[src/logic/jsm_pkg.sv]
// Constants and types for the sync and marker input selector
`default_nettype none
package jsm_pkg;
	localparam int JSM_AW = 4;
	localparam int JSM_DW = 32;
	localparam int JSM_CNT_W = 16;

	localparam logic [JSM_AW-1:0] JSM_OFS_CTRL = 4'h0;
	localparam logic [JSM_AW-1:0] JSM_OFS_STATUS = 4'h4;
	localparam logic [JSM_AW-1:0] JSM_OFS_MARK = 4'h8;
	localparam logic [JSM_AW-1:0] JSM_OFS_SYSREF = 4'hC;

	localparam int JSM_CTRL_W = 6;
	localparam logic [JSM_CTRL_W-1:0] JSM_CTRL_RST = 6'h00;

	localparam logic [1:0] JSM_RESP_OKAY = 2'h0;
	localparam logic [1:0] JSM_RESP_SLVERR = 2'h2;

	// Control word; bit 0 is sync_select
	typedef struct packed {
		logic marker_dc_coupling_enable;
		logic sysref_dc_coupling_enable;
		logic link_64b66b;
		logic marker_receiver_enable;
		logic marker_enable;
		logic sync_select;
	} jsm_ctrl_s;

	typedef struct packed {
		logic sync_at_mark;
		logic [JSM_CNT_W-1:0] sample;
	} jsm_mark_s;

	typedef enum logic [3:0] {
		JSM_IDLE = 4'h1,
		JSM_CGS = 4'h2,
		JSM_ILAS = 4'h4,
		JSM_DATA = 4'h8
	} jsm_link_e;
endpackage
`default_nettype wire

[src/logic/jsm_sync_marker.sv]
// Sync source select, link start sequencing, marker and timing reference
`default_nettype none
module jsm_sync_marker
	import jsm_pkg::*;
#(
	parameter int CNT_W = JSM_CNT_W
) (
	input wire logic aclk,
	input wire logic aresetn,
	input wire logic [JSM_AW-1:0] s_axi_awaddr,
	input wire logic [2:0] s_axi_awprot,
	input wire logic s_axi_awvalid,
	output logic s_axi_awready,
	input wire logic [JSM_DW-1:0] s_axi_wdata,
	input wire logic [3:0] s_axi_wstrb,
	input wire logic s_axi_wvalid,
	output logic s_axi_wready,
	output logic [1:0] s_axi_bresp,
	output logic s_axi_bvalid,
	input wire logic s_axi_bready,
	input wire logic [JSM_AW-1:0] s_axi_araddr,
	input wire logic [2:0] s_axi_arprot,
	input wire logic s_axi_arvalid,
	output logic s_axi_arready,
	output logic [JSM_DW-1:0] s_axi_rdata,
	output logic [1:0] s_axi_rresp,
	output logic s_axi_rvalid,
	input wire logic s_axi_rready,
	input wire logic single_ended_sync_in,
	input wire logic marker_diff_in,
	input wire logic sysref_diff_in,
	output logic sync_asserted,
	output logic cgs_active,
	output logic ilas_start,
	output logic nco_sync_trigger,
	output logic marker_tag,
	output logic marker_sync_tag,
	output logic sysref_event,
	output logic sysref_dc_coupling_enable,
	output logic marker_dc_coupling_enable
);
	// Three-stage synchronisers with agreement filter
	logic [2:0] se_sh_r, mk_sh_r, sr_sh_r;
	logic se_f_r, mk_f_r, sr_f_r;
	always_ff @(posedge aclk) begin
		if (!aresetn) begin
			se_sh_r <= 3'h7;
			mk_sh_r <= 3'h7;
			sr_sh_r <= 3'h0;
			se_f_r <= 1'b1;
			mk_f_r <= 1'b1;
			sr_f_r <= 1'b0;
		end else begin
			se_sh_r <= {se_sh_r[1:0], single_ended_sync_in};
			mk_sh_r <= {mk_sh_r[1:0], marker_diff_in};
			sr_sh_r <= {sr_sh_r[1:0], sysref_diff_in};
			if (se_sh_r[1] == se_sh_r[2]) se_f_r <= se_sh_r[2];
			if (mk_sh_r[1] == mk_sh_r[2]) mk_f_r <= mk_sh_r[2];
			if (sr_sh_r[1] == sr_sh_r[2]) sr_f_r <= sr_sh_r[2];
		end
	end

	jsm_ctrl_s ctrl_r;

	// Disabled receiver reads as idle high, so it neither marks nor syncs
	wire marker_lvl = ctrl_r.marker_receiver_enable ? mk_f_r : 1'b1;
	// Both sources are active low; select is not guarded, so a switch onto a low source reads as a fall
	wire sync_lvl = ctrl_r.sync_select ? marker_lvl
		: se_f_r;
	wire sync_req = ~sync_lvl;

	logic sync_req_d_r, marker_d_r, sysref_d_r;
	wire sync_fall = sync_req & ~sync_req_d_r;
	wire sync_rise = ~sync_req & sync_req_d_r;
	wire marker_rise = marker_lvl & ~marker_d_r;
	wire sysref_rise = sr_f_r & ~sysref_d_r;

	jsm_link_e state_r, state_nxt;
	always_comb begin
		state_nxt = state_r;
		case (state_r)
			JSM_IDLE: begin
				if (!ctrl_r.link_64b66b && sync_req) state_nxt = JSM_CGS;
			end
			JSM_CGS: begin
				if (ctrl_r.link_64b66b) state_nxt = JSM_IDLE;
				else if (sync_rise) state_nxt = JSM_ILAS;
			end
			JSM_ILAS: begin
				state_nxt = JSM_DATA;
			end
			JSM_DATA: begin
				if (ctrl_r.link_64b66b) state_nxt = JSM_IDLE;
				else if (sync_req) state_nxt = JSM_CGS;
			end
			default: state_nxt = JSM_IDLE;
		endcase
	end

	logic [CNT_W-1:0] sample_cnt_r, sysref_cnt_r;
	logic [CNT_W-1:0] mark_sample_r;
	logic mark_sync_r;

	always_ff @(posedge aclk) begin
		if (!aresetn) begin
			state_r <= JSM_IDLE;
			sync_req_d_r <= 1'b0;
			marker_d_r <= 1'b1;
			sysref_d_r <= 1'b0;
			sync_asserted <= 1'b0;
			cgs_active <= 1'b0;
			ilas_start <= 1'b0;
			nco_sync_trigger <= 1'b0;
			marker_tag <= 1'b0;
			marker_sync_tag <= 1'b0;
			sysref_event <= 1'b0;
			sample_cnt_r <= '0;
			sysref_cnt_r <= '0;
			mark_sample_r <= '0;
			mark_sync_r <= 1'b0;
		end else begin
			state_r <= state_nxt;
			sync_req_d_r <= sync_req;
			marker_d_r <= marker_lvl;
			sysref_d_r <= sr_f_r;
			sync_asserted <= sync_req;
			cgs_active <= (state_nxt == JSM_CGS);
			ilas_start <= (state_nxt == JSM_ILAS);
			nco_sync_trigger <= ctrl_r.link_64b66b & sync_fall;
			sample_cnt_r <= sample_cnt_r + 1'b1;
			marker_tag <= ctrl_r.marker_enable & marker_rise;
			marker_sync_tag <= ctrl_r.marker_enable & marker_rise
				& sync_req;
			if (ctrl_r.marker_enable && marker_rise) begin
				mark_sample_r <= sample_cnt_r;
				mark_sync_r <= sync_req;
			end
			sysref_event <= sysref_rise;
			if (sysref_rise) sysref_cnt_r <= sysref_cnt_r + 1'b1;
		end
	end

	// AXI4-Lite slave: address and data accepted in either order
	logic aw_got_r, w_got_r;
	logic [JSM_AW-1:0] aw_addr_r;
	logic [JSM_DW-1:0] w_data_r;
	logic [3:0] w_strb_r;
	wire aw_hs = s_axi_awvalid & s_axi_awready;
	wire w_hs = s_axi_wvalid & s_axi_wready;
	wire do_wr = aw_got_r & w_got_r & ~s_axi_bvalid;
	wire aw_got_nxt = (aw_got_r | aw_hs) & ~do_wr;
	wire w_got_nxt = (w_got_r | w_hs) & ~do_wr;
	wire bvalid_nxt = do_wr | (s_axi_bvalid & ~s_axi_bready);
	wire wr_ctrl = do_wr & (aw_addr_r == JSM_OFS_CTRL);
	wire wr_ok = (aw_addr_r == JSM_OFS_CTRL) | (aw_addr_r == JSM_OFS_STATUS)
		| (aw_addr_r == JSM_OFS_MARK) | (aw_addr_r == JSM_OFS_SYSREF);

	wire ar_hs = s_axi_arvalid & s_axi_arready;
	wire rvalid_nxt = ar_hs | (s_axi_rvalid & ~s_axi_rready);
	jsm_mark_s mark_w;
	assign mark_w = '{sync_at_mark: mark_sync_r, sample: mark_sample_r};
	wire [JSM_DW-1:0] status_w = {{(JSM_DW-7){1'b0}}, sr_f_r,
		marker_lvl, se_f_r, state_r};
	wire [JSM_DW-1:0] rd_ctrl = {{(JSM_DW-JSM_CTRL_W){1'b0}}, ctrl_r};
	wire [JSM_DW-1:0] rd_mark = {{(JSM_DW-CNT_W-1){1'b0}}, mark_w};
	wire [JSM_DW-1:0] rd_sysref = {{(JSM_DW-CNT_W){1'b0}}, sysref_cnt_r};
	wire sel_ctrl = (s_axi_araddr == JSM_OFS_CTRL);
	wire sel_status = (s_axi_araddr == JSM_OFS_STATUS);
	wire sel_mark = (s_axi_araddr == JSM_OFS_MARK);
	wire sel_sysref = (s_axi_araddr == JSM_OFS_SYSREF);
	wire rd_hit = sel_ctrl | sel_status | sel_mark | sel_sysref;
	wire [JSM_DW-1:0] rd_mux = sel_ctrl ? rd_ctrl : sel_status ? status_w
		: sel_mark ? rd_mark : sel_sysref ? rd_sysref : '0;

	always_ff @(posedge aclk) begin
		if (!aresetn) begin
			aw_got_r <= 1'b0;
			w_got_r <= 1'b0;
			aw_addr_r <= '0;
			w_data_r <= '0;
			w_strb_r <= 4'h0;
			s_axi_awready <= 1'b0;
			s_axi_wready <= 1'b0;
			s_axi_bvalid <= 1'b0;
			s_axi_bresp <= JSM_RESP_OKAY;
			s_axi_arready <= 1'b0;
			s_axi_rvalid <= 1'b0;
			s_axi_rresp <= JSM_RESP_OKAY;
			s_axi_rdata <= '0;
			ctrl_r <= JSM_CTRL_RST;
		end else begin
			aw_got_r <= aw_got_nxt;
			w_got_r <= w_got_nxt;
			if (aw_hs) aw_addr_r <= s_axi_awaddr;
			if (w_hs) w_data_r <= s_axi_wdata;
			if (w_hs) w_strb_r <= s_axi_wstrb;
			s_axi_awready <= ~aw_got_nxt & ~bvalid_nxt;
			s_axi_wready <= ~w_got_nxt & ~bvalid_nxt;
			s_axi_bvalid <= bvalid_nxt;
			if (do_wr) s_axi_bresp <= wr_ok ? JSM_RESP_OKAY : JSM_RESP_SLVERR;
			if (wr_ctrl && w_strb_r[0]) ctrl_r <= w_data_r[JSM_CTRL_W-1:0];
			s_axi_arready <= ~rvalid_nxt;
			s_axi_rvalid <= rvalid_nxt;
			if (ar_hs) begin
				s_axi_rdata <= rd_mux;
				s_axi_rresp <= rd_hit ? JSM_RESP_OKAY : JSM_RESP_SLVERR;
			end
		end
	end

	assign sysref_dc_coupling_enable = ctrl_r.sysref_dc_coupling_enable;
	assign marker_dc_coupling_enable = ctrl_r.marker_dc_coupling_enable;
endmodule
`default_nettype wire

[config.mk]
export PLATFORM = sky130hd
export DESIGN_NAME = jsm_sync_marker
export DESIGN_NICKNAME = d
export VERILOG_FILES = /design/src/logic/jsm_pkg.sv /design/src/logic/jsm_sync_marker.sv
export SDC_FILE = /design/constraint.sdc
export NUM_CORES = 1
export LEC_CHECK = 0
export BUFFER_PORTS_ARGS = -buffer_cell sky130_fd_sc_hd__buf_2
export CELL_PAD_IN_SITES_DETAIL_PLACEMENT = 0
export CELL_PAD_IN_SITES_GLOBAL_PLACEMENT = 2
export CORE_ASPECT_RATIO = 1.5
export CORE_MARGIN = 5
export CORE_UTILIZATION = 34
export CTS_CLUSTER_DIAMETER = 100
export DETAILED_ROUTE_END_ITERATION = 8
export GPL_TIMING_DRIVEN = 0
export PLACE_DENSITY = 0.91
export SETUP_SLACK_MARGIN = 0.05
export SLEW_MARGIN = 20
export SYNTH_ARGS = -nofsm -noshare
export SYNTH_HDL_FRONTEND = slang
export SYNTH_SLANG_ARGS = --single-unit
export TNS_END_PERCENT = 10
[constraint.sdc]
create_clock -name aclk -period 4.2 [get_ports aclk]
set_input_delay 0.42 -clock aclk [delete_from_list [all_inputs] [get_ports aclk]]
set_output_delay 0.42 -clock aclk [all_outputs]
set_load 0.02 [all_outputs]
==> reports/qor.txt, run 1 <==
Register-to-Register Setup Slack: 2410 ps
Worst-Margin Slew: 816 ps
Post-cts resize count: 0
Final Skew: 11.3 ps
Register area share after synthesis: 0.489
LEAKAGE: 2.33 nW
Status: finished, final reports clean
Hold_buf cts: 0
Endpoints failing setup: 0
Worst min path class: input pin to flip-flop
Synth top area share: 0.489
Data arrival, critical path: 2120 ps
Die width: 107 um
Synth async-reset ratio: 0
Starting DRT DRC Count: 166
Share of cells above drive strength 1: 0.215
Main combinational cell family by area after synthesis: simple AND/OR/NAND/NOR gates
First-pass GRT wire length: 19500 um
CORE AREA: 0.0139 mm2
Via count: 3889
Cell variety after synth: 52
CP Buf/Inv Count: 0
Util after Layout: 0.424
Row Count: 53
Initial antenna violation count: 0
CTS Sinks: 117
Mux contribution to synthesized area: 0.0606
Final min period: 1790 ps
YS warnings: 0
Crit share post-route: 0.426
Post-Route Setup TNS: 0 ps
Routed wire length: 12000 um
Synthesized instance count: 530
XOR/XNOR Fraction of Synth Area: 0.0457
EDFF count, synth: 0
Critical path peak fanout: 5
Final worst setup slack: 2410 ps
Root Driver: clkbuf_16
Hold slack: 193 ps
Number of global-route vias before repair: 3917
Synth Area in Adders: 0.00522
Slew headroom: 0.456
I/O Buffers: 55
Max stage delay on crit path: 450 ps
Dpl ws: 2300 ps
Grt total ovfl: 0
Initial Util: 0.344
Pwr Total: 2.64 mW
Largest net degree at the start of global routing: 17
Synth-to-Final Area Change: 23.2%
H-tree depth: 4
Worst Path Required: 4530 ps
Complex-gate fraction of the synthesized area: 0.104
Synth area leaders: dfxtp_1, nand2_1, nor2_1
Post-DRT Antenna Nets: 0
Avg Cell Area, Syn: 9.04 um2
FF+latch count, synth: 117
Reg clk slew, reported paths: 60 ps
CP Launch Type: flip-flop
Setup crit end kind: flip-flop
Synth Area in Simple Gates: 0.241
Critical path class: flip-flop to flip-flop
Crit-path slowest cell: or4b_1
Cell family with most CP delay: simple AND/OR/NAND/NOR gates
Clk_lat worst skew: 410 ps
Pwr/cell area: 448 mW/mm2
Remaining DRCs: 0
Slew Limit Fails: 0
Routed WL per cell: 15.0 um
Fin. Hold Viols: 0
Detailed Place HPWL: 9010 um
Hold depth: 2
Height of the die: 155 um
Maxcap violations: 0
Crit. path cell count: 5
Top cell type by total area after synthesis: dfxtp_1
Max clock buf depth: 2
Max VDD drop: 0.222 mV
Main synth FF type: dfxtp_1
Diode count: 0
Crit-path cells: ha_1, nand4b_1, nor2_1, or4b_1, a21oi_1
Fin nets: 682
Postcts setup bufs: 0
RSZ-0062 raised after global routing: false
Vias/cell: 4.87
CTS tree: done
IO Pins: 110
F_max: 558 MHz
Die area: 0.0166 mm2
Global Route Usage Sum: 0.151
Reg2reg path depth: 5
Routability Congestion: 0.811
TritonRoute pass-1 iters: 4
Syn Std Cell Area: 0.00479 mm2
CTS buffer count: 17
==> layout by cell type, fill, tap and decap left out, types with 10 or more instances in the layout <==
cell type,netlist,routed
conb_1,1,17
buf_2,8,63
o21ai_0,10,10
dfxtp_1,117,117
mux2i_1,20,20
nand2_1,64,64
a21oi_1,42,42
nor2_1,60,60
nand2b_1,13,13
nand3_1,21,21
nor3_1,10,10
buf_4,17,17
clkbuf_16,0,17
clkbuf_1,17,17
xnor2_1,16,16
==> routing by layer <==
layer  global-route usage  share of wire
met3               0.0415          0.040
met1                0.160           0.41
met2                0.275           0.53
met5                    0              0
met4               0.0707          0.020
==> flip-flops by register name, summed over array words and instances, names as in the netlist, 3 cells and up <==
name,cells
sample_cnt_r,16
aw_addr_r,4
se_sh_r,3
sysref_cnt_r,16
w_data_r,6
mk_sh_r,3
state_r,4
sr_sh_r,3
s_axi_rdata,17
ctrl_r,4
mark_sample_r,16
==> power by group <==
group,internal [mW],switching (mW)
clock,0.856,0.506
sequential,1.13,0.0134
combinational,0.0496,0.0883
total,2.04,0.608
==> layout make-up <==
cell class / instances / area, um2
Inverter: 6 / 22.5
Multi-Input combinational cell: 380 / 2250
Buffer: 43 / 235
Fill cell: 1395 / 8020
Tap cell: 165 / 206
Clock buffer: 20 / 467
Sequential cell: 117 / 2340
Timing Repair Buffer: 55 / 275
Clock inverter: 12 / 104
==> worst paths after layout <==
path,start,endpoint
worst max-delay path,sysref_cnt_r[0],sysref_cnt_r[12]
worst min register to register,se_sh_r[0],se_sh_r[1]
worst max register to register,sysref_cnt_r[0],sysref_cnt_r[12]
worst min-delay path,marker_diff_in,mk_sh_r[0]
==> cell families (layout without fill, tap and decap cells) <==
| family | Yosys count | in the layout |
|---|---|---|
| flip-flops | 117 | 117 |
| other | 1 | 17 |
| XOR/XNOR | 25 | 25 |
| AND/OR/NAND/NOR | 229 | 229 |
| AO/OA/AOI/OAI | 80 | 80 |
| adder cells (fa/ha/maj) | 2 | 2 |
| multiplexers | 27 | 27 |
| buffers and inverters | 49 | 136 |
==> cell usage after synthesis (2+ instances only) <==
cell type / instances
a22oi_1: 2
nor3b_1: 2
dfxtp_1: 117
a21oi_1: 42
o211a_1: 2
nor2b_1: 6
xnor2_1: 16
nor3_1: 10
and2_1: 7
nor2_1: 60
o21ai_0: 10
a221oi_1: 4
inv_1: 5
ha_1: 2
xor2_1: 9
nand4_1: 6
mux2_2: 6
and3_1: 5
and4_1: 5
nor4b_1: 2
a211oi_1: 2
buf_2: 8
nand2_1: 64
nor4_1: 6
mux2i_1: 20
a22o_1: 5
buf_4: 17
or3b_2: 4
nand3_1: 21
a2bb2oi_1: 9
clkbuf_1: 17
nor2_2: 6
nand3b_1: 2
nand2b_1: 13
==> per-stage QoR <==
| step | cell area [um2] | std cells |
|---|---|---|
| final | 5910 | 798 |
| after global routing | 5910 | 798 |
| after CTS | 5910 | 798 |
| after detailed placement | 5340 | 766 |
| after global placement | 5340 | 766 |
| after floorplan | 4850 | 546 |
No activity file was read; power rests on OpenSTA's default activity.
==> run 2: changes to the inputs <==
- CORE_UTILIZATION: 34 -> 29
- PLACE_DENSITY: 0.91 -> 0.84
- clock period: 4.2 -> 1.6 ns (I/O delays scaled with it)
==> run 2 against run 1 <==
Clock power rose to 3.1 times the previous value. Sequential share of layout area fell by 2.0 points. Largest power group unchanged. Combinational power increased to 2.7 times the previous value. Cell area rose by 6.3%. Critical endpoint is now ctrl_r[0]. Fmax rose by 13%.
==> reports/qor.txt, run 2 (synthesis results as in run 1) <==
Vias/cell: 4.67 (-4.2%)
Routed WL per cell: 14.8 um (-1.5%)
Fin nets: 688 (+0.88%)
I/O Buffers: 55 (unchanged)
First-pass GRT wire length: 20300 um (+4.2%)
Largest net degree at the start of global routing: 17 (unchanged)
Diode count: 0 (unchanged)
Most frequent cells in the layout: dfxtp_1, nand2_1, nor2_1
Critical path peak fanout: 6 (+1)
Synth-to-Final Area Change: 31.0%
Max clock buf depth: 2 (unchanged)
Crit-path cells: or4b_4, nor3_4, buf_12, mux2i_2, nor2_2
Gate power share: 0.050 (-0.002)
Number of global-route vias before repair: 3989 (+1.8%)
Data arrival, critical path: 1840 ps (-280 ps)
Largest register FFs: 17 (unchanged)
Root Driver: clkbuf_16
Slew Limit Fails: 0 (unchanged)
Biggest register: s_axi_rdata
Row Count: 57 (+7.5%)
Dpl ws: -175 ps (-2470 ps)
TritonRoute pass-1 iters: 5 (+1)
Status: finished, final reports clean
Die width: 115 um (+7.5%)
CTS tree: done
Maxcap violations: 0 (unchanged)
Critical path class: flip-flop to flip-flop
Most common cell after layout, fill and taps aside: dfxtp_1
Crit-path slowest cell: or4b_4
Fin. Hold Viols: 0 (unchanged)
Initial antenna violation count: 0 (unchanged)
Starting DRT DRC Count: 157 (-5.4%)
CORE AREA: 0.0163 mm2 (+17%)
Clock power frac: 0.552 (+0.037)
CTS Sinks: 117 (unchanged)
Share of cells above drive strength 1: 0.254 (+0.0387)
Max VDD drop: 0.683 mV (+210%)
Worst Path Required: 1860 ps (-2670 ps)
Initial Util: 0.295 (-0.0494)
F_max: 633 MHz (+13%)
Post-Place Cell Area: 0.00539 mm2 (+0.96%)
Crit share post-route: 0.988 (+0.562)
Final Skew: 9.21 ps (-2.06 ps)
CTS buffer count: 17 (unchanged)
Grt total ovfl: 0 (unchanged)
Remaining DRCs: 0 (unchanged)
CP Buf/Inv Count: 1 (+1)
CP Launch Type: flip-flop
Cell-internal power: 5.88 mW (+190%)
Cell family with most CP delay: simple AND/OR/NAND/NOR gates
Routed wire length: 12500 um (+4.3%)
Final min period: 1580 ps (-210 ps)
Die area: 0.0193 mm2 (+16%)
H-tree depth: 4 (unchanged)
IO Pins: 110 (unchanged)
Pwr/cell area: 1200 mW/mm2 (+170%)
Via count: 3947 (+1.5%)
LEAKAGE: 2.45 nW (+5.1%)
Max stage delay on crit path: 540 ps (+90 ps)
RSZ-0062 raised after global routing: true
Filler cells: 1635 (+17%)
Slew headroom: 0.444 (-0.0123)
Endpoints failing setup: 0 (unchanged)
Worst min path class: input pin to flip-flop
Final worst setup slack: 19.3 ps (-2390 ps)
Switching Share: 0.221 (-0.00921)
Switching Power: 1.66 mW (+170%)
Detailed Place HPWL: 9410 um (+4.4%)
Fin area: 0.00628 mm2 (+6.3%)
Clk_lat worst skew: 410 ps (about the same)
Sequential share of power: 0.398 (-0.035)
Setup crit end kind: flip-flop
Post-DRT Antenna Nets: 0 (unchanged)
Global Route Usage Sum: 0.133 (-0.0180)
Worst-Margin Slew: 834 ps (+18.5 ps)
Height of the die: 167 um (+7.7%)
Routability Congestion: 0.817 (+0.65%)
Reg clk slew, reported paths: 50 ps (about the same)
==> run 2: changes by cell type in the layout (fill, tap and decap cells not counted), sizes merged <==
cell / before / now
bufinv: 1 / 5
clkbuf: 37 / 35
dlygate4sd3: 0 / 5
inv: 7 / 8
clkinvlp: 6 / 4
==> run 2: per-layer routing <==
metal  part of all wire  routed length, um  global-route usage
met5                  0                  0                   0
met4              0.029                361              0.0638
met3              0.047                594              0.0354
met2               0.52               6550               0.236
met1               0.40               5020               0.145
==> run 2: final timing paths <==
kind / startpoint / endpoint / slack (ps) / cells after the start
min: s_axi_awaddr[3] / aw_addr_r[3] / 10 / 3
min reg2reg: se_sh_r[0] / se_sh_r[1] / 410 / 1
max reg2reg: aw_addr_r[3] / ctrl_r[0] / 20 / 5
max: aw_addr_r[3] / ctrl_r[0] / 20 / 5
==> run 2: final cells by class <==
cell class	count	area, um2	share of cell area
multi-input cells	380	2370	0.378
flip-flops and latches	117	2360	0.376
clock buffers	17	425	0.0678
repair buffers	62	353	0.0562
well taps	206	258	0.0411
plain buffers	42	256	0.0409
clock inverters	15	229	0.0365
inverters	6	22.5	0.00359
==> run 2: through the flow <==
step	power [mW]	utilization	TNS, ps	hold WS, ps	instances
finish	7.54	0.386	0	11.7	845
global route	7.80	0.386	-392	19.1	845
CTS	7.62	0.381	-232	5.07	846
detailed placement	3.43	0.331	-2260	343	807
global placement	3.43	0.331	-1660	344	807
floorplan	3.31	-	0	261	546
==> run 2: worst min-delay path, cell delays in order <==
cell and delay (ps):
buf_2 100, nand3_1 50, a21oi_1 60
==> run 2: what timing repair did <==
item | 4_1_cts | 5_1_grt
setup endpoints to repair | 25 | 31
hold buffers | 5 | 0
gates resized for setup | 21 | 26
pin swaps | 2 | 2
hold endpoints to repair | 5 | 0
buffers inserted | 2 | 0
==> run 2: power groups by stage <==
stage	clock network (mW)	logic [mW]	registers [mW]
final	4.16	0.378	3.00
after global routing	4.38	0.415	3.00
after CTS	4.24	0.383	3.00
after detailed placement	0	0.369	3.06
after global placement	0	0.364	3.06
after floorplan	0	0.230	3.08
